File: config.mk
export PLATFORM = sky130hd
export DESIGN_NAME = breaker_control
export DESIGN_NICKNAME = d
export VERILOG_FILES = /design/src/hw/breaker_pkg.sv /design/src/hw/aux_if.sv /design/src/hw/aux_timers.sv /design/src/hw/breaker_control.sv
export SDC_FILE = /design/constraint.sdc
export NUM_CORES = 1
export LEC_CHECK = 0
export BUFFER_PORTS_ARGS = -buffer_cell sky130_fd_sc_hd__buf_2
export CAP_MARGIN = 40
export CORE_MARGIN = 2
export CORE_UTILIZATION = 29
export DETAILED_ROUTE_END_ITERATION = 16
export GPL_TIMING_DRIVEN = 0
export HOLD_SLACK_MARGIN = 0.12
export PLACE_DENSITY_LB_ADDON = 0.3
export SETUP_SLACK_MARGIN = 0.1
export SYNTH_ARGS = -nofsm -noshare
export SYNTH_HDL_FRONTEND = slang
export SYNTH_SLANG_ARGS = --single-unit
export TNS_END_PERCENT = 5
File: constraint.sdc
create_clock -name clk_sys -period 20.9 [get_ports clk_sys]
set_input_delay 0 -clock clk_sys [delete_from_list [all_inputs] [get_ports clk_sys]]
set_output_delay 0 -clock clk_sys [all_outputs]
set_load 0.01 [all_outputs]
File: src/hw/breaker_pkg.sv
package breaker_pkg;
  // time base
  localparam int unsigned CLK_HZ = 100_000_000;
  localparam int unsigned TICK_MS = 10;
  localparam int unsigned TICK_CYCLES = CLK_HZ / 1000 * TICK_MS;
  localparam int TICK_W = 20;
  // settings in 10 ms ticks
  localparam int SET_W = 16;
  localparam logic [15:0] PULSE_DEFAULT = 16'h000a;    // 0.10 s
  localparam logic [15:0] PULSE_MAX = 16'h03e8;        // 10.00 s
  localparam logic [15:0] CLOSE_DELAY_MAX = 16'h4e20;  // 200.0 s
  localparam logic [15:0] HEALTHY_WAIT_DEFAULT = 16'h0640; // 16 s
  localparam logic [15:0] HEALTHY_WAIT_MAX = 16'h4e20;
  localparam logic [15:0] AUX_DELAY_MAX = 16'hea60;    // 600.00 s
  localparam int NUM_AUX = 4;
  localparam int LOG_DEPTH = 20;
  localparam int LOG_IDX_W = 5;
  localparam int STAMP_W = 32;
  localparam int ORIGIN_W = 3;

  typedef enum logic [2:0] {
    AUX_DISABLED = 3'h0,
    AUX_TRIP = 3'h1,
    AUX_ALARM = 3'h2,
    AUX_TRIP_INRUSH = 3'h3,
    AUX_TRIP_LATCH = 3'h4,
    AUX_LOAD_SHED = 3'h5,
    AUX_AR_LS_HI = 3'h6,
    AUX_AR_LS_LO = 3'h7
  } aux_mode_t;

  // close sequence, gray coded from idle through pulse; health to lock flips two bits
  typedef enum logic [2:0] {
    CL_IDLE = 3'b000,
    CL_DELAY = 3'b001,
    CL_HEALTH = 3'b011,
    CL_PULSE = 3'b010,
    CL_LOCK = 3'b110
  } close_state_t;
endpackage : breaker_pkg

File: src/hw/aux_if.sv
`timescale 1ns/1ps
`default_nettype none
interface aux_if;
  logic tick;
  logic inrush_block;
  logic [breaker_pkg::NUM_AUX-1:0] aux_in;
  breaker_pkg::aux_mode_t mode [breaker_pkg::NUM_AUX];
  logic [breaker_pkg::SET_W-1:0] delay [breaker_pkg::NUM_AUX];
  logic latch_clear;
  logic [breaker_pkg::NUM_AUX-1:0] expired;
  logic [breaker_pkg::NUM_AUX-1:0] trip;
  logic [breaker_pkg::NUM_AUX-1:0] alarm;
  modport ctrl (output tick, inrush_block, aux_in, mode, delay, latch_clear,
    input expired, trip, alarm);
  modport timers (input tick, inrush_block, aux_in, mode, delay, latch_clear,
    output expired, trip, alarm);
endinterface : aux_if
`default_nettype wire

File: src/hw/aux_timers.sv
`timescale 1ns/1ps
`default_nettype none
module aux_timers (
  input wire logic clk_sys, // system clock
  input wire logic rst_n, // synchronised reset
  aux_if.timers bus // aux timer channel
);
  genvar g;
  generate
    for (g = 0; g < breaker_pkg::NUM_AUX; g++) begin : ch
      logic [breaker_pkg::SET_W-1:0] cnt_ff;
      logic exp_ff;
      logic latch_ff;
      wire enabled = (bus.mode[g] != breaker_pkg::AUX_DISABLED);
      wire run = enabled && bus.aux_in[g];
      wire hit = run && (cnt_ff >= bus.delay[g]);
      wire is_trip = (bus.mode[g] == breaker_pkg::AUX_TRIP)
        || (bus.mode[g] == breaker_pkg::AUX_TRIP_LATCH)
        || (bus.mode[g] == breaker_pkg::AUX_TRIP_INRUSH && !bus.inrush_block);
      always_ff @(posedge clk_sys or negedge rst_n) begin
        if (!rst_n) begin
          cnt_ff <= '0;
          exp_ff <= 1'b0;
          latch_ff <= 1'b0;
        end else begin
          if (!run) begin
            cnt_ff <= '0;
          end else if (bus.tick && !hit) begin
            cnt_ff <= cnt_ff + 1'b1;
          end
          exp_ff <= hit;
          if (hit && bus.mode[g] == breaker_pkg::AUX_TRIP_LATCH) begin
            latch_ff <= 1'b1;
          end else if (bus.latch_clear || bus.mode[g] != breaker_pkg::AUX_TRIP_LATCH) begin
            latch_ff <= 1'b0;
          end
        end
      end
      assign bus.expired[g] = exp_ff;
      assign bus.trip[g] = (exp_ff && is_trip) || latch_ff;
      assign bus.alarm[g] = exp_ff && (bus.mode[g] == breaker_pkg::AUX_ALARM);
    end
  endgenerate
endmodule : aux_timers
`default_nettype wire

File: src/hw/breaker_control.sv
`timescale 1ns/1ps
`default_nettype none
module breaker_control (
  input wire logic clk_sys, // 100 MHz clock
  input wire logic resetn, // async reset, active low
  input wire logic breaker_closed_contact, // aux contact, high when closed
  input wire logic breaker_open_contact, // aux contact, high when open
  input wire logic closed_contact_used, // closed contact assigned
  input wire logic open_contact_used, // open contact assigned
  input wire logic trip_req_local, // key or menu trip pulse
  input wire logic trip_req_input, // binary input trip pulse
  input wire logic trip_req_remote, // remote link trip pulse
  input wire logic close_req_local, // key or menu close pulse
  input wire logic close_req_input, // binary input close pulse
  input wire logic close_req_remote, // remote link close pulse
  input wire logic protection_trip, // protection element trip level
  input wire logic fault_ack, // acknowledge pulse
  input wire logic undervoltage_coil, // 1 selects inverted trip contact
  input wire logic [15:0] trip_pulse_length, // ticks
  input wire logic [15:0] close_pulse_length, // ticks
  input wire logic [15:0] close_delay, // ticks
  input wire logic breaker_healthy_input, // breaker can close
  input wire logic healthy_used, // healthy input assigned
  input wire logic [15:0] breaker_healthy_wait, // ticks
  input wire logic [3:0] aux_inputs, // aux_input_one..four
  input wire logic [2:0] aux_mode_one, // mode of timer one
  input wire logic [2:0] aux_mode_two, // mode of timer two
  input wire logic [2:0] aux_mode_three, // mode of timer three
  input wire logic [2:0] aux_mode_four, // mode of timer four
  input wire logic [15:0] aux_delay_one, // ticks
  input wire logic [15:0] aux_delay_two, // ticks
  input wire logic [15:0] aux_delay_three, // ticks
  input wire logic [15:0] aux_delay_four, // ticks
  input wire logic [2:0] inrush_phase, // per-phase inrush detect
  input wire logic latch_reset_input, // reset binary input
  input wire logic latch_reset_panel, // front panel reset
  input wire logic latch_reset_remote, // remote reset
  input wire logic bridge_input_five, // instant bridge input
  input wire logic bridge_input_six, // instant bridge input
  input wire logic [4:0] log_rd_index, // 0 = newest entry
  output logic trip_output_contact, // trip contact drive
  output logic lockout_output_contact, // 1 = nc contact closed
  output logic close_output, // close coil pulse
  output logic trip_pulse_out, // manual trip pulse
  output logic healthy_alarm, // healthy wait expired
  output logic close_refused, // one-cycle refusal pulse
  output logic trip_refused, // one-cycle refusal pulse
  output logic [3:0] aux_expired, // timer expiry indicators
  output logic [3:0] aux_alarm, // alarm signals
  output logic [3:0] aux_trip, // trip signals
  output logic bridge_out_five, // bridge to led or relay
  output logic bridge_out_six, // bridge to led or relay
  output logic [31:0] log_rd_stamp, // stamp of selected entry
  output logic [2:0] log_rd_origin, // origin of selected entry
  output logic [4:0] log_count // entries held
);
  logic rs1_ff, rst_n;
  always_ff @(posedge clk_sys or negedge resetn) begin
    if (!resetn) begin
      rs1_ff <= 1'b0;
      rst_n <= 1'b0;
    end else begin
      rs1_ff <= 1'b1;
      rst_n <= rs1_ff;
    end
  end

  // 10 ms tick and free-running stamp
  logic [breaker_pkg::TICK_W-1:0] div_ff;
  logic tick_ff;
  logic [breaker_pkg::STAMP_W-1:0] stamp_ff;
  wire div_end = (div_ff == breaker_pkg::TICK_W'(breaker_pkg::TICK_CYCLES - 1));
  always_ff @(posedge clk_sys or negedge rst_n) begin
    if (!rst_n) begin
      div_ff <= '0;
      tick_ff <= 1'b0;
      stamp_ff <= '0;
    end else begin
      div_ff <= div_end ? '0 : div_ff + 1'b1;
      tick_ff <= div_end;
      if (div_end) stamp_ff <= stamp_ff + 1'b1;
    end
  end

  // breaker state
  wire is_closed = closed_contact_used ? breaker_closed_contact : !breaker_open_contact;
  wire is_open = open_contact_used ? breaker_open_contact : !breaker_closed_contact;
  wire trip_req = trip_req_local | trip_req_input | trip_req_remote;
  wire close_req = close_req_local | close_req_input | close_req_remote;

  // aux timers
  aux_if abus ();
  assign abus.tick = tick_ff;
  assign abus.inrush_block = |inrush_phase;
  assign abus.aux_in = aux_inputs;
  assign abus.mode[0] = breaker_pkg::aux_mode_t'(aux_mode_one);
  assign abus.mode[1] = breaker_pkg::aux_mode_t'(aux_mode_two);
  assign abus.mode[2] = breaker_pkg::aux_mode_t'(aux_mode_three);
  assign abus.mode[3] = breaker_pkg::aux_mode_t'(aux_mode_four);
  assign abus.delay[0] = aux_delay_one;
  assign abus.delay[1] = aux_delay_two;
  assign abus.delay[2] = aux_delay_three;
  assign abus.delay[3] = aux_delay_four;
  assign abus.latch_clear = latch_reset_input | latch_reset_panel | latch_reset_remote;
  aux_timers u_aux (
    .clk_sys(clk_sys),
    .rst_n(rst_n),
    .bus(abus)
  );

  // fault latch: protection or external trip
  wire ext_trip = |abus.trip;
  logic [3:0] ext_prev_ff;
  wire [3:0] ext_rise = abus.trip & ~ext_prev_ff;
  wire fault_now = protection_trip | ext_trip;
  logic fault_ff;
  always_ff @(posedge clk_sys or negedge rst_n) begin
    if (!rst_n) begin
      fault_ff <= 1'b0;
      ext_prev_ff <= '0;
    end else begin
      ext_prev_ff <= abus.trip;
      if (fault_now) fault_ff <= 1'b1;
      else if (fault_ack) fault_ff <= 1'b0;
    end
  end
  wire locked = fault_ff | fault_now;

  // manual trip pulse
  logic [15:0] tcnt_ff;
  logic tpulse_ff;
  wire trip_ok = trip_req && is_closed;
  always_ff @(posedge clk_sys or negedge rst_n) begin
    if (!rst_n) begin
      tpulse_ff <= 1'b0;
      tcnt_ff <= '0;
    end else if (trip_ok) begin
      tpulse_ff <= 1'b1;
      tcnt_ff <= '0;
    end else if (tpulse_ff && tick_ff) begin
      tcnt_ff <= tcnt_ff + 1'b1;
      if (tcnt_ff + 16'h0001 >= trip_pulse_length) tpulse_ff <= 1'b0;
    end
  end

  // close sequence
  breaker_pkg::close_state_t st_ff, nxt_st;
  logic [15:0] ccnt_ff, nxt_ccnt;
  logic nxt_alarm, alarm_ff;
  wire abort = fault_now | trip_ok;
  always_comb begin
    nxt_st = st_ff;
    nxt_ccnt = ccnt_ff;
    nxt_alarm = alarm_ff;
    case (st_ff)
      breaker_pkg::CL_IDLE: begin
        if (close_req && is_open && !locked && !abort) begin
          nxt_st = breaker_pkg::CL_DELAY;
          nxt_ccnt = '0;
        end
      end
      breaker_pkg::CL_DELAY: begin
        if (ccnt_ff >= close_delay) begin
          nxt_st = breaker_pkg::CL_HEALTH;
          nxt_ccnt = '0;
        end else if (tick_ff) begin
          nxt_ccnt = ccnt_ff + 1'b1;
        end
      end
      breaker_pkg::CL_HEALTH: begin
        if (!healthy_used || breaker_healthy_input) begin
          nxt_st = breaker_pkg::CL_PULSE;
          nxt_ccnt = '0;
        end else if (ccnt_ff >= breaker_healthy_wait) begin
          nxt_st = breaker_pkg::CL_LOCK;
          nxt_alarm = 1'b1;
        end else if (tick_ff) begin
          nxt_ccnt = ccnt_ff + 1'b1;
        end
      end
      breaker_pkg::CL_PULSE: begin
        if (tick_ff) nxt_ccnt = ccnt_ff + 1'b1;
        if (tick_ff && ccnt_ff + 16'h0001 >= close_pulse_length) begin
          nxt_st = breaker_pkg::CL_IDLE;
        end
      end
      breaker_pkg::CL_LOCK: begin
        if (fault_ack) begin
          nxt_st = breaker_pkg::CL_IDLE;
          nxt_alarm = 1'b0;
        end
      end
      default: nxt_st = breaker_pkg::CL_IDLE;
    endcase
    if (abort && st_ff != breaker_pkg::CL_LOCK) begin
      nxt_st = breaker_pkg::CL_IDLE;
      // alarm only stands while in lock
      nxt_alarm = 1'b0;
    end
  end
  always_ff @(posedge clk_sys or negedge rst_n) begin
    if (!rst_n) begin
      st_ff <= breaker_pkg::CL_IDLE;
      ccnt_ff <= '0;
      alarm_ff <= 1'b0;
    end else begin
      st_ff <= nxt_st;
      ccnt_ff <= nxt_ccnt;
      alarm_ff <= nxt_alarm;
    end
  end
  wire close_drive = (nxt_st == breaker_pkg::CL_PULSE) && !locked;
  // healthy wait expiry opens the lockout contact too
  wire health_lock = (nxt_st == breaker_pkg::CL_LOCK);
  wire close_bad = close_req && (st_ff == breaker_pkg::CL_IDLE)
    && (!is_open || locked || abort);

  // fault log, newest at wr_ff-1
  logic [breaker_pkg::STAMP_W-1:0] log_stamp [breaker_pkg::LOG_DEPTH];
  logic [2:0] log_org [breaker_pkg::LOG_DEPTH];
  logic [4:0] wr_ff, cnt_ff;
  logic [2:0] org;
  always_comb begin
    org = 3'h0;
    for (int i = 3; i >= 0; i--) begin
      if (ext_rise[i]) org = 3'(i + 1);
    end
  end
  wire log_we = |ext_rise;
  wire [4:0] wr_nxt = (wr_ff == 5'(breaker_pkg::LOG_DEPTH - 1)) ? 5'h00 : wr_ff + 5'h01;
  wire [5:0] rd_raw = {1'b0, wr_ff} + 6'(breaker_pkg::LOG_DEPTH) - 6'h01 - {1'b0, log_rd_index};
  wire [5:0] rd_wrap = (rd_raw >= 6'(breaker_pkg::LOG_DEPTH)) ?
    rd_raw - 6'(breaker_pkg::LOG_DEPTH) : rd_raw;
  wire [4:0] rd_idx = rd_wrap[4:0];
  always_ff @(posedge clk_sys) begin
    if (log_we) begin
      log_stamp[wr_ff] <= stamp_ff;
      log_org[wr_ff] <= org;
    end
  end
  always_ff @(posedge clk_sys or negedge rst_n) begin
    if (!rst_n) begin
      wr_ff <= '0;
      cnt_ff <= '0;
    end else if (log_we) begin
      wr_ff <= wr_nxt;
      if (cnt_ff != 5'(breaker_pkg::LOG_DEPTH)) cnt_ff <= cnt_ff + 5'h01;
    end
  end
  wire rd_valid = (log_rd_index < cnt_ff) && (rd_idx < 5'(breaker_pkg::LOG_DEPTH));

  // registered outputs
  always_ff @(posedge clk_sys or negedge rst_n) begin
    if (!rst_n) begin
      trip_output_contact <= 1'b0;
      lockout_output_contact <= 1'b1;
      close_output <= 1'b0;
      trip_pulse_out <= 1'b0;
      healthy_alarm <= 1'b0;
      close_refused <= 1'b0;
      trip_refused <= 1'b0;
      aux_expired <= '0;
      aux_alarm <= '0;
      aux_trip <= '0;
      bridge_out_five <= 1'b0;
      bridge_out_six <= 1'b0;
      log_rd_stamp <= '0;
      log_rd_origin <= '0;
      log_count <= '0;
    end else begin
      trip_output_contact <= undervoltage_coil ? !locked : locked;
      lockout_output_contact <= !(locked || health_lock);
      close_output <= close_drive;
      trip_pulse_out <= tpulse_ff | trip_ok;
      healthy_alarm <= nxt_alarm;
      close_refused <= close_bad;
      trip_refused <= trip_req && !is_closed;
      aux_expired <= abus.expired;
      aux_alarm <= abus.alarm;
      aux_trip <= abus.trip;
      bridge_out_five <= bridge_input_five;
      bridge_out_six <= bridge_input_six;
      log_rd_stamp <= rd_valid ? log_stamp[rd_idx] : '0;
      log_rd_origin <= rd_valid ? log_org[rd_idx] : '0;
      log_count <= cnt_ff;
    end
  end
endmodule : breaker_control
`default_nettype wire

# --- Word-level counts from Yosys, hierarchy flattened ---
# Memories as Yosys holds them, arrays and structs flattened.
# Index checks and enable logic that the tools add are counted.
op_classes:
  add_sub_neg: 14
  magnitude_cmp: 11
  n_eq_ne: 39
  mux: 55
  bitwise: 12
  n_reduce_logical: 94
ops:
  columns: ["operator", "count"]
  rows:
  - ["16-bit 2-to-1 mux", 15]
  - ["16-bit >= comparator", 8]
  - ["16-bit by 1-bit adder with 16-bit output, second input constant", 6]
  - ["16-bit one-hot mux with 4 select lines", 1]
  - ["1-bit logical AND", 40]
  - ["3-bit 2-to-1 mux", 12]
  - ["3-bit by 2-bit == test with 1-bit output, second input constant", 11]
  - ["32-bit by 1-bit adder with 32-bit output, second input constant", 1]
  - ["32-bit 2-to-1 mux", 1]
  - ["3-bit != test, second input constant", 9]
  - ["1-bit 2-to-1 mux", 21]
  - ["20-bit by 1-bit adder with 20-bit output, second input constant", 1]
  - ["20-bit == test, second input constant", 1]
  - ["1-bit logical OR", 20]
  - ["20-bit 2-to-1 mux", 1]
  - ["3-bit == test, second input constant", 6]
  - ["3-bit by 1-bit == test with 1-bit output, second input constant", 5]
  - ["3-bit one-hot mux with 5 select lines", 1]
  - ["3-bit nonzero test", 5]
  - ["2-bit nonzero test", 7]
  - ["1-bit zero test", 13]
  - ["5-bit by 1-bit adder with 5-bit output, second input constant", 2]
  - ["5-bit 2-to-1 mux", 2]
  - ["2-bit != test, second input constant", 5]
  - ["20 further kinds", 31]
word_totals:
  ff_bits: 235
  mem_bits_rw: 700
  input_bits: 174
  output_inout_bits: 61
  elab_cells: 266
  mem_count: 2
memory_table:
  columns: ["name", "depth", "word_bits", "read_ports", "rd_ports_with_merged_regs", "write_ports", "line_no", "rtl"]
  rows:
  - ["log_stamp", 20, 32, 1, 0, 1, "breaker_control.sv:219", "logic [breaker_pkg::STAMP_W-1:0] log_stamp [breaker_pkg::LOG_DEPTH];"]
  - ["log_org", 20, 3, 1, 0, 1, "breaker_control.sv:220", "logic [2:0] log_org [breaker_pkg::LOG_DEPTH];"]

# --- Longest topological paths before layout ---
# Gate-level depths: netlist of the first run.
logic_depth:
  ltp_word: 18
  mapped_depth: 17
  ltp_nobuf: 15

# --- Hierarchy ---
# A second synthesis of the first run with hierarchy kept.
unflattened:
  hier_cells: 2655
  area_unflattened_um2: 40955.5
modules_own_cells:
  columns: ["mod", "n_inst", "cells_per_inst", "area_each_um2", "seq_area_each_um2"]
  rows:
  - ["breaker_control", 1, 2015, 35565.4, 25100.3]
  - ["aux_timers", 1, 640, 5390.2, 1801.7]

# --- Worst setup path after synthesis of the first run ---
# Ideal clock, no wire load.
synth_path:
  path_type: "reg-to-reg"
  startpoint: "reg wr_ff[2]"
  endpoint: "reg log_rd_stamp[11]"
  setup_time_ns: 0.111
  arrival_time_ns: 3.882
  required_ns: 20.789
  slack_ns: 16.907
  stages_incl_launch_ff: 15
  path_buffers: 3
  period_less_slack_ns: 3.993
  path_cell_list: "dfrtp_1 > inv_1 > ha_1 > fa_1 > xor2_1 > ha_1 > a21boi_0 > o21bai_1 > a211o_1 > clkbuf_1 > xnor2_1 > buf_2 > buf_2 > mux2i_1 > a222oi_1"
synth_via:
  elab_chain_cells: 8
synth_rtl:
  columns: ["item", "line_no", "rtl"]
  rows:
  - ["start: declaration", "breaker_control.sv:221", "logic [4:0] wr_ff, cnt_ff;"]
  - ["start signal: assignment", "breaker_control.sv:246", "wr_ff <= wr_nxt;"]
  - ["5-bit by 5-bit adder with 6-bit output *", "breaker_control.sv:231", "wire [5:0] rd_raw = {1'b0, wr_ff} + 6'(breaker_pkg::LOG_DEPTH) - 6'h01 - {1'b0, log_rd_index};"]
  - ["6-bit by 1-bit subtractor with 6-bit output *", "breaker_control.sv:231", null]
  - ["6-bit by 5-bit subtractor with 6-bit output *", "breaker_control.sv:231", null]
  - ["5-bit subtractor or 6-bit by 5-bit >= comparator with 1-bit output (tied branches)", "breaker_control.sv:233, breaker_control.sv:232", null]
  - ["5-bit 2-to-1 mux *", "breaker_control.sv:232", "wire [5:0] rd_wrap = (rd_raw >= 6'(breaker_pkg::LOG_DEPTH)) ?"]
  - ["5-bit less-than comparator", "breaker_control.sv:250", "wire rd_valid = (log_rd_index < cnt_ff) && (rd_idx < 5'(breaker_pkg::LOG_DEPTH));"]
  - ["1-bit logical AND", "breaker_control.sv:250", null]
  - ["32-bit 2-to-1 mux *", "breaker_control.sv:283", "log_rd_stamp <= rd_valid ? log_stamp[rd_idx] : '0;"]
  - ["end signal: assignment", "breaker_control.sv:283", null]
  - ["end: declaration", "breaker_control.sv:53", "output logic [31:0] log_rd_stamp,"]
# Mark *: on every way between the ends. The rest lies on a longest branch, timed or not.
# A chain may end at the register's enable or synchronous reset.

# --- Worst setup path in the final report of the first run ---
layout_path:
  startpoint: "reg wr_ff[2]"
  endpoint: "reg log_rd_stamp[1]"
# Same word-level chain as after synthesis.

==> results of run 1 <==
state kept, by name, indices dropped and copies added (netlist names), 5 cells and up:
name and flops:
tcnt_ff 16, wr_ff 5, log_stamp 640, ccnt_ff 16, log_count 5, cnt_ff 5, div_ff 20, stamp_ff 32
log_rd_stamp 32, log_org 60, u_aux.ch.cnt_ff 64
cells by family after synthesis:
group                    Yosys count  share of synthesized area [%]
adder cells (fa/ha/maj)          158                           4.90
flip-flops                       935                           66.4
multiplexers                     255                           11.7
AND/OR/NAND/NOR                  578                           7.02
XOR/XNOR                         136                           2.94
buffers and inverters            254                           2.38
other                              1                        0.00925
AO/OA/AOI/OAI                    272                           4.66
metrics by stage:
step / area [um2] / setup WS (ps)
finish: 49500 / 15100
global route: 49500 / 14760
CTS: 49500 / 15040
detailed placement: 45300 / 15110
global placement: 44000 / 9500
floorplan: 40500 / 13870
critical path: cells and delay by family (launching register included):
kind                       cells  cell delay [ps]
AOI/OAI and AO/OA              4             1500
and+or+nand+nor                2              310
adders and majority gates      3             1120
DFF                            1              470
buffers and inverters          4             1530
xor gates and xnor gates       1              470
muxes                          1              190
power by group:
part / internal, uW / switching (uW) / total [uW]
Sequential: 2000 / 12.6 / 2020
Combinational: 269 / 374 / 643
Clock: 1010 / 758 / 1770
layer usage:
| metal | routed length [um] | share of wire [%] | up-vias | track usage [%] |
|---|---|---|---|---|
| met5 | 0 | 0 | - | 0 |
| met4 | 2600 | 2.5 | 0 | 4.70 |
| met3 | 4920 | 4.8 | 140 | 2.09 |
| met2 | 49000 | 48 | 554 | 23.8 |
| met1 | 46100 | 45 | 12200 | 19.7 |
| li1 | - | - | 10900 | - |
cells in the mapped netlist (11+ instances only):
cell type	number	area share (%)
edfxtp_1	700	52
dfrtp_1	234	14
mux4_2	175	9.7
inv_1	165	1.5
ha_1	157	4.8
nand2_1	156	1.4
nor2_1	148	1.4
mux2i_1	78	1.9
clkbuf_1	74	0.69
a21oi_1	72	0.89
xnor2_1	69	1.5
xor2_1	67	1.4
nand3_1	55	0.68
nand4_1	45	0.69
o21ai_0	42	0.52
a21o_1	34	0.63
a222oi_1	34	0.84
and3_1	31	0.48
nor3_1	30	0.37
nor2b_1	19	0.29
or3_1	17	0.26
nand2b_1	14	0.22
o31ai_1	12	0.22
or4_1	11	0.20
final cells by class:
type	count	area (um2)	area share, %
clock inverters	50	541	1.09
clock buffers	132	2730	5.52
inverters	166	623	1.26
flip-flops and latches	935	26900	54.4
plain buffers	88	340	0.688
multi-input cells	1400	12800	25.9
diodes	5	12.5	0.0253
repair buffers	386	3140	6.35
well taps	1876	2350	4.75
how the worst max path moves through the flow:
stage / from / to / cells past startpoint
after global placement: rst_n$_DFF_PN0_ / log_rd_stamp[25]$_DFF_PN0_ / 0
after CTS: wr_ff[2]$_DFFE_PN0P_ / log_rd_stamp[3]$_DFF_PN0_ / 15
after floorplan: rst_n$_DFF_PN0_ / abus.tick$_DFF_PN0_ / 0
after global routing: wr_ff[2]$_DFFE_PN0P_ / log_rd_stamp[1]$_DFF_PN0_ / 15
final: wr_ff[2]$_DFFE_PN0P_ / log_rd_stamp[1]$_DFF_PN0_ / 15
after detailed placement: wr_ff[2]$_DFFE_PN0P_ / log_rd_stamp[3]$_DFF_PN0_ / 15
==> metrics, run 1 <==
vias=23800; area grow syn2layout=22.1%; clk_skew=around 57 ps; Post-synth top flop=edfxtp_1; flop-to-flop setup slack=15100 ps; synthesized area=around 40000 um2; die area=about 140000 um2; final setup vio count=0; initial core utilization=29.2%; fin cells=5038; # fillers=13300; slew at the pin closest to its max-slew limit=1070 ps; clock sinks=935; Syn Nets=2921; final-stage net count=3406; global route overflow=0; Lkg Pwr=0.0184 uW; Hold Crit Start=aux_delay_two[7]; min cycle time layout=about 5800 ps; Crit path arrival time=6290 ps; CORE AREA=~140000 um2; initial antenna violation count=11; fmax=0.172 GHz; Final Cycle Share=27.8%; Worst EP required=21390 ps; worst hold stages=6; Post-synth EDFFs=700; R2R Path Start=wr_ff[2]$_DFFE_PN0P_; port buffer count=between 200 and 250; startpoint types=register; Async S/R FF share, synth=25.1%; CTS tree=built; crit path cell chain=inv_1, ha_1, fa_1, xor2_1, ha_1, a21boi_0, o21bai_1, a211o_1, clkbuf_1, mux2i_1, nor2b_1, clkbuf_1, clkbuf_1, nand2_1, a222oi_1; Slew HR=29.0%; DIE HEIGHT=378 um; distinct cell type count after synthesis=75; WHS=183 ps; worst hold path class=primary input to register; CP max-delay cell=a222oi_1; max cap viols=0; final WL=103 mm; run status=completed; sequential share of the synthesized area=~66%; post-cts sizing count=0; post-detail-place hpwl=69.7 mm; clk buf depth=3; Setup CP Type=register to register; Post-CTS Setup Inserts=0; RSZ-0062 raised after global routing=false; Hold Crit Endpoint=u_aux.ch[1].exp_ff$_DFF_PN0_; clock latency on the worst-skew pair=730 ps; vias in the first global route=24400; worst-case reg-to-reg path depth=15; Die Width=378 um; largest net degree at the start of global routing=between 50 and 60; H-Tree Depth=3; Starting DRT DRC Count=1971; average size of a mapped cell=15.7 um2; clock-pin slew on the worst setup and hold paths=~70 ps; Warnings, synthesis=0; IO Count=235; cell with the most instances on the worst path=clkbuf_1; Critical R2R Capture=log_rd_stamp[1]$_DFF_PN0_; Post-CTS Hold Buffers=84; Max Slew Vio Count=0; power density cells=89.5 nW/um2; Pwr Total=roughly 4400 uW; DRC viols=0; setup TNS=0 ps; CP max stage delay=860 ps; Hold Vio Cnt, Final=0; layout cells sized above 1=21.3%; commonest cells after routing, fill and taps aside=700 x edfxtp_1, 244 x buf_2, 233 x dfrtp_1; vias per cell=4.73; Syn Inst Count=2589; gr usage total=between 10 and 15%; share of the core filled with cells=35.6%; crit-path max FO=10; standard-cell rows=137; antenna-violating nets left=0; number of detailed-route iterations in the first pass=7; Critical Path Sink Type=register; clk root buf=clkbuf_16; wire per inst=20.4 um; cts bufs inserted=97; leading cell type in the layout, fill and taps excluded=edfxtp_1; Yosys reg bits=935; first-pass GRT wire length=156 mm; # placed instances=4767; global placement routability congestion=0.790; VDD IR max=63.7 uV
No activity file was read; power rests on OpenSTA's default activity.
==> inputs of run 2 (changes only) <==
==> constraint.sdc (replaced) <==
create_clock -name clk_sys -period 5.75 [get_ports clk_sys]
set_input_delay 0 -clock clk_sys [delete_from_list [all_inputs] [get_ports clk_sys]]
set_output_delay 0 -clock clk_sys [all_outputs]
set_load 0.01 [all_outputs]
==> metrics, run 2 (synthesized netlist as in run 1, its figures left out) <==
post-detail-place hpwl=69.6 mm; RSZ-0062 raised after global routing=false; VDD IR max=approximately 230 uV; area grow syn2layout=21.9%; Starting DRT DRC Count=~1900; max FFs per register=640; R2R Path Start=wr_ff[2]$_DFFE_PN0P_; fmax=around 0.18 GHz; Hold Vio Cnt, Final=0; vias per cell=4.69; Critical Path Sink Type=register; IO Count=235; Die Width=378 um; global route overflow=0; Hold Crit Endpoint=u_aux.ch[0].cnt_ff[9]$_DFFE_PN0P_; run status=completed; initial antenna violation count=16; DRC viols=0; first-pass GRT wire length=153 mm; max cap viols=0; share of the core filled with cells=between 30% and 40%; port buffer count=234; final-stage net count=roughly 3400; flop-to-flop setup slack=320 ps; min cycle time layout=around 5400 ps; Post-CTS Setup Inserts=0; clk root buf=clkbuf_16; H-Tree Depth=3; clock latency on the worst-skew pair=720 ps; Pwr Total=16000 uW; Critical R2R Capture=log_rd_stamp[29]$_DFF_PN0_; DIE HEIGHT=between 300 and 400 um; worst hold stages=9; Top Registers=log_stamp (640), u_aux.ch.cnt_ff (64), log_org (60); layout cells sized above 1=between 20% and 30%; startpoint types=register; die area=about 140000 um2; Lkg Pwr=roughly 0.018 uW; CTS tree=built; vias=between 20000 and 25000; Max Slew Vio Count=0; Worst EP required=6280 ps; setup TNS=0 ps; slew at the pin closest to its max-slew limit=about 1100 ps; standard-cell rows=~140; global placement routability congestion=just under 0.8; # fillers=13200; Final Cycle Share=94.5%; Crit path arrival time=~6000 ps; worst-case reg-to-reg path depth=15; clk_skew=51.0 ps; clock sinks=935; initial core utilization=29.2%; Setup CP Type=register to register; antenna-violating nets left=0; vias in the first global route=around 24000; final setup vio count=0; cts bufs inserted=slightly below 100; worst hold path class=primary input to register; gr usage total=between 10 and 15%; final WL=102 mm; largest net degree at the start of global routing=60; power density cells=between 300 and 400 nW/um2; clock-pin slew on the worst setup and hold paths=roughly 60 ps; Slew HR=between 20% and 30%; WHS=around 180 ps; CORE AREA=139000 um2; Top reg by flops=log_stamp; crit-path max FO=10; number of detailed-route iterations in the first pass=9; clk buf depth=3; leading cell type in the layout, fill and taps excluded=edfxtp_1; wire per inst=20.2 um; Hold Crit Start=aux_delay_one[15]; commonest cells after routing, fill and taps aside=700 x edfxtp_1, 242 x buf_2, 233 x dfrtp_1
==> run 2: cell count changes in the layout (fill, tap and decap cells not counted), sizes merged <==
cell           previous run  this run
bufinv                    7         5
clkinv                   40        44
dlygate4sd3              84        82
clkdlybuf4s15             0         1
inv                     168       171
buf                     316       312
diode                     5        10
clkinvlp                  1         2
==> run 2: worst max-delay path by stage <==
stage                          from                         end  slack (ps)
2_1_floorplan  wr_ff[2]$_DFFE_PN0P_  log_rd_stamp[11]$_DFF_PN0_        1760
3_3_place_gp        rst_n$_DFF_PN0_  log_rd_stamp[25]$_DFF_PN0_        -560
3_5_place_dp   wr_ff[2]$_DFFE_PN0P_   log_rd_stamp[1]$_DFF_PN0_        -120
4_1_cts        wr_ff[2]$_DFFE_PN0P_  log_rd_stamp[29]$_DFF_PN0_         140
5_1_grt        wr_ff[2]$_DFFE_PN0P_  log_rd_stamp[29]$_DFF_PN0_         140
6_report       wr_ff[2]$_DFFE_PN0P_  log_rd_stamp[29]$_DFF_PN0_         320
==> run 2: final cells by class <==
cell class	instances	area, um2	area share, %
multi-input cells	1400	12800	26.0
diodes	10	25.0	0.0507
flip-flops and latches	935	26900	54.5
clock inverters	56	538	1.09
well taps	1876	2350	4.75
plain buffers	88	345	0.699
clock buffers	131	2680	5.42
inverters	166	623	1.26
repair buffers	382	3090	6.25
==> run 2: stage by stage <==
| step | instance area (um2) | std cells | setup slack (ps) |
|---|---|---|---|
| final | 49400 | 5044 | 315 |
| after global routing | 49400 | 5037 | 138 |
| after CTS | 49400 | 5034 | 145 |
| after detailed placement | 45300 | 4765 | -115 |
| after global placement | 44000 | 4699 | -556 |
| after floorplan | 40500 | 2589 | 1760 |
==> run 2: timing repair <==
item	in CTS	in global routing
endpoints found under the hold margin	97	0
endpoints found under the setup margin	3	8
resized for setup	3	2
hold buffers	82	0
pin swaps	1	0
==> run 2: metal layers <==
metal | routed length, um | GRT usage, % | vias up
li1 | - | - | 10900
met1 | 44800 | 19.3 | 12000
met2 | 48200 | 23.2 | 615
met3 | 6010 | 2.54 | 153
met4 | 2690 | 4.91 | 0
met5 | 0 | 0.206 | -
==> run 2: power breakdown <==
| group | internal (uW) | switching, uW | total [uW] |
|---|---|---|---|
| Combinational | 981 | 1370 | 2360 |
| Clock | 3540 | 2770 | 6310 |
| Sequential | 7280 | 41.8 | 7330 |
| Total | 11800 | 4190 | 16000 |
==> run 2: critical path: stages (launching register included) <==
cell	delay (ps)
dfrtp_1	470
inv_1	170
ha_1	350
fa_1	480
xor2_2	310
ha_1	290
a21boi_0	270
o21bai_1	100
a211o_1	300
clkbuf_1	230
xnor2_1	280
buf_4	220
buf_2	420
buf_2	480
mux2i_1	140
a222oi_1	720
==> inputs of run 3 (changes only) <==
--- a/config.mk
+++ b/config.mk
@@ -7,7 +7,6 @@
 export LEC_CHECK = 0
 export BUFFER_PORTS_ARGS = -buffer_cell sky130_fd_sc_hd__buf_2
 export CAP_MARGIN = 40
-export CORE_MARGIN = 2
 export CORE_UTILIZATION = 29
 export DETAILED_ROUTE_END_ITERATION = 16
 export GPL_TIMING_DRIVEN = 0
==> constraint.sdc (replaced) <==
create_clock -name clk_sys -period 6 [get_ports clk_sys]
set_input_delay 0 -clock clk_sys [delete_from_list [all_inputs] [get_ports clk_sys]]
set_output_delay 0 -clock clk_sys [all_outputs]
set_load 0.01 [all_outputs]
==> metrics, run 3 (synthesized netlist as in run 1, its figures left out) <==
number of detailed-route iterations in the first pass=7; RSZ-0062 raised after global routing=false; commonest cells after routing, fill and taps aside=700 x edfxtp_1, 243 x buf_2, 233 x dfrtp_1; Crit path arrival time=between 6000 and 7000 ps; global route overflow=0; standard-cell rows=136; initial core utilization=29.4%; CP max stage delay=~930 ps; Max Slew Vio Count=0; Top reg by flops=log_stamp; layout cells sized above 1=21.7%; Hold Vio Cnt, Final=0; CORE AREA=138000 um2; post-detail-place hpwl=71.5 mm; antenna-violating nets left=0; DRT met1 WL=45.2 mm; global placement routability congestion=0.791; CTS tree=built; min cycle time layout=roughly 5500 ps; wire per inst=20.7 um; first-pass GRT wire length=157 mm; CP max-delay cell=a222oi_1; Critical R2R Capture=log_rd_stamp[3]$_DFF_PN0_; Lkg Pwr=0.0186 uW; largest net degree at the start of global routing=55; Top Registers=log_stamp (640), u_aux.ch.cnt_ff (64), log_org (60); cts bufs inserted=100; Die Width=around 380 um; run status=completed; final WL=105 mm; port buffer count=~230; final worst-path setup slack=450 ps; vias per cell=4.71; Critical Path Sink Type=register; initial antenna violation count=15; Final Cycle Share=92.5%; CP endpoint=log_rd_stamp[3]$_DFF_PN0_; Worst EP required=around 6500 ps; final setup vio count=0; Setup CP Type=register to register; clk_skew=40.4 ps; DRC viols=0; setup TNS=0 ps; final-stage net count=3431; worst-case reg-to-reg path depth=13; power density cells=314 nW/um2; IO Count=235; crit-path max FO=10; Starting DRT DRC Count=1943; DP Area=45500 um2; clock latency on the worst-skew pair=720 ps; area grow syn2layout=23.0%; flop-to-flop setup slack=450 ps; fmax=0.180 GHz; worst hold stages=6; max cap viols=0; slew at the pin closest to its max-slew limit=1020 ps; startpoint types=register; die area=roughly 140000 um2; met3 wire length=just under 6 mm; clk buf depth=3; worst hold path class=primary input to register; H-Tree Depth=3; vias in the first global route=24700; crit path cell chain=inv_1, ha_1, fa_1, xor2_1, ha_1, a21boi_0, o21bai_1, a211o_1, clkbuf_1, a21oi_1, nand2_1, clkbuf_1, a222oi_1; clock-pin slew on the worst setup and hold paths=60 ps; gr usage total=14.9%; # placed instances=4764; vias=23800; clock sinks=a little over 900; fin cells=5054; leading cell type in the layout, fill and taps excluded=edfxtp_1; pre-CTS setup slack=500 ps; DIE HEIGHT=376 um; max FFs per register=640; routed wl met2=51.3 mm; design area=roughly 50000 um2; clk root buf=clkbuf_16; Critical Path Start=wr_ff[2]$_DFFE_PN0P_; R2R Path Start=wr_ff[2]$_DFFE_PN0P_; Top Layer Used=met5; Slew HR=31.8%; VDD IR max=241 uV
==> run 3: changes by cell type in the layout (fill, tap and decap cells not counted), sizes merged <==
cell,change
clkbuf,+8
bufinv,+1
diode,-3
clkinvlp,+3
buf,+13
dlygate4sd3,+14
inv,-2
clkinv,-11
==> run 3: where the power goes <==
group | total, uW | switching, uW | internal (uW)
sequential | 7030 | 44.6 | 6980
combinational | 2320 | 1360 | 967
clock | 6320 | 2660 | 3650
==> run 3: final cells by class <==
cell class,instances,area [um2]
fill,13000,88100
sequential,935,26900
multi-input combinational,1400,12800
timing repair buffer,408,3410
clock buffer,140,2910
tap,1863,2330
inverter,166,623
clock inverter,47,495
buffer,88,342
antenna,7,17.5
==> run 3: metrics by stage <==
| step | utilization [%] | total power [uW] | hold WS (ps) |
|---|---|---|---|
| 6_report | 36.1 | 15700 | 206 |
| 3_3_place_gp | 31.9 | 9310 | -215 |
| 5_1_grt | 36.1 | 16200 | 230 |
| 4_1_cts | 36.1 | 15900 | 158 |
| 2_1_floorplan | - | 8410 | -296 |
| 3_5_place_dp | 33.0 | 9480 | -211 |
==> run 3: critical path, delay by kind of cell (launching register included) <==
kind	cells	cell delay, ps
xor gates and xnor gates	1	430
buffers and inverters	3	900
adders and majority gates	3	1100
and+or+nand+nor	1	580
AOI/OAI and AO/OA	5	1880
DFF	1	460
==> run 3: layer usage <==
layer  up-vias  track usage [%]
met1     12200             19.4
met2       572             25.1
met3       143             2.65
met5         -                0
li1      11000                -
met4         6             4.87
==> run 3: worst min-delay path by stage <==
| stage | start | endpoint | slack, ps |
|---|---|---|---|
| floorplan | resetn | rs1_ff$_DFF_PN0_ | -300 |
| global placement | resetn | rs1_ff$_DFF_PN0_ | -210 |
| detailed placement | resetn | rs1_ff$_DFF_PN0_ | -210 |
| CTS | breaker_healthy_input | ccnt_ff[6]$_DFFE_PN0P_ | 160 |
| global route | aux_delay_two[10] | u_aux.ch[1].exp_ff$_DFF_PN0_ | 230 |
| finish | aux_delay_two[10] | u_aux.ch[1].exp_ff$_DFF_PN0_ | 210 |
==> run 3: repair_timing <==
item / 4_1_cts / 5_1_grt
setup buffers: 0 / 0
hold endpoints to repair: 98 / 0
endpoints found under the setup margin: 0 / 1
hold buffers: 96 / 0
resized for setup: 0 / 2
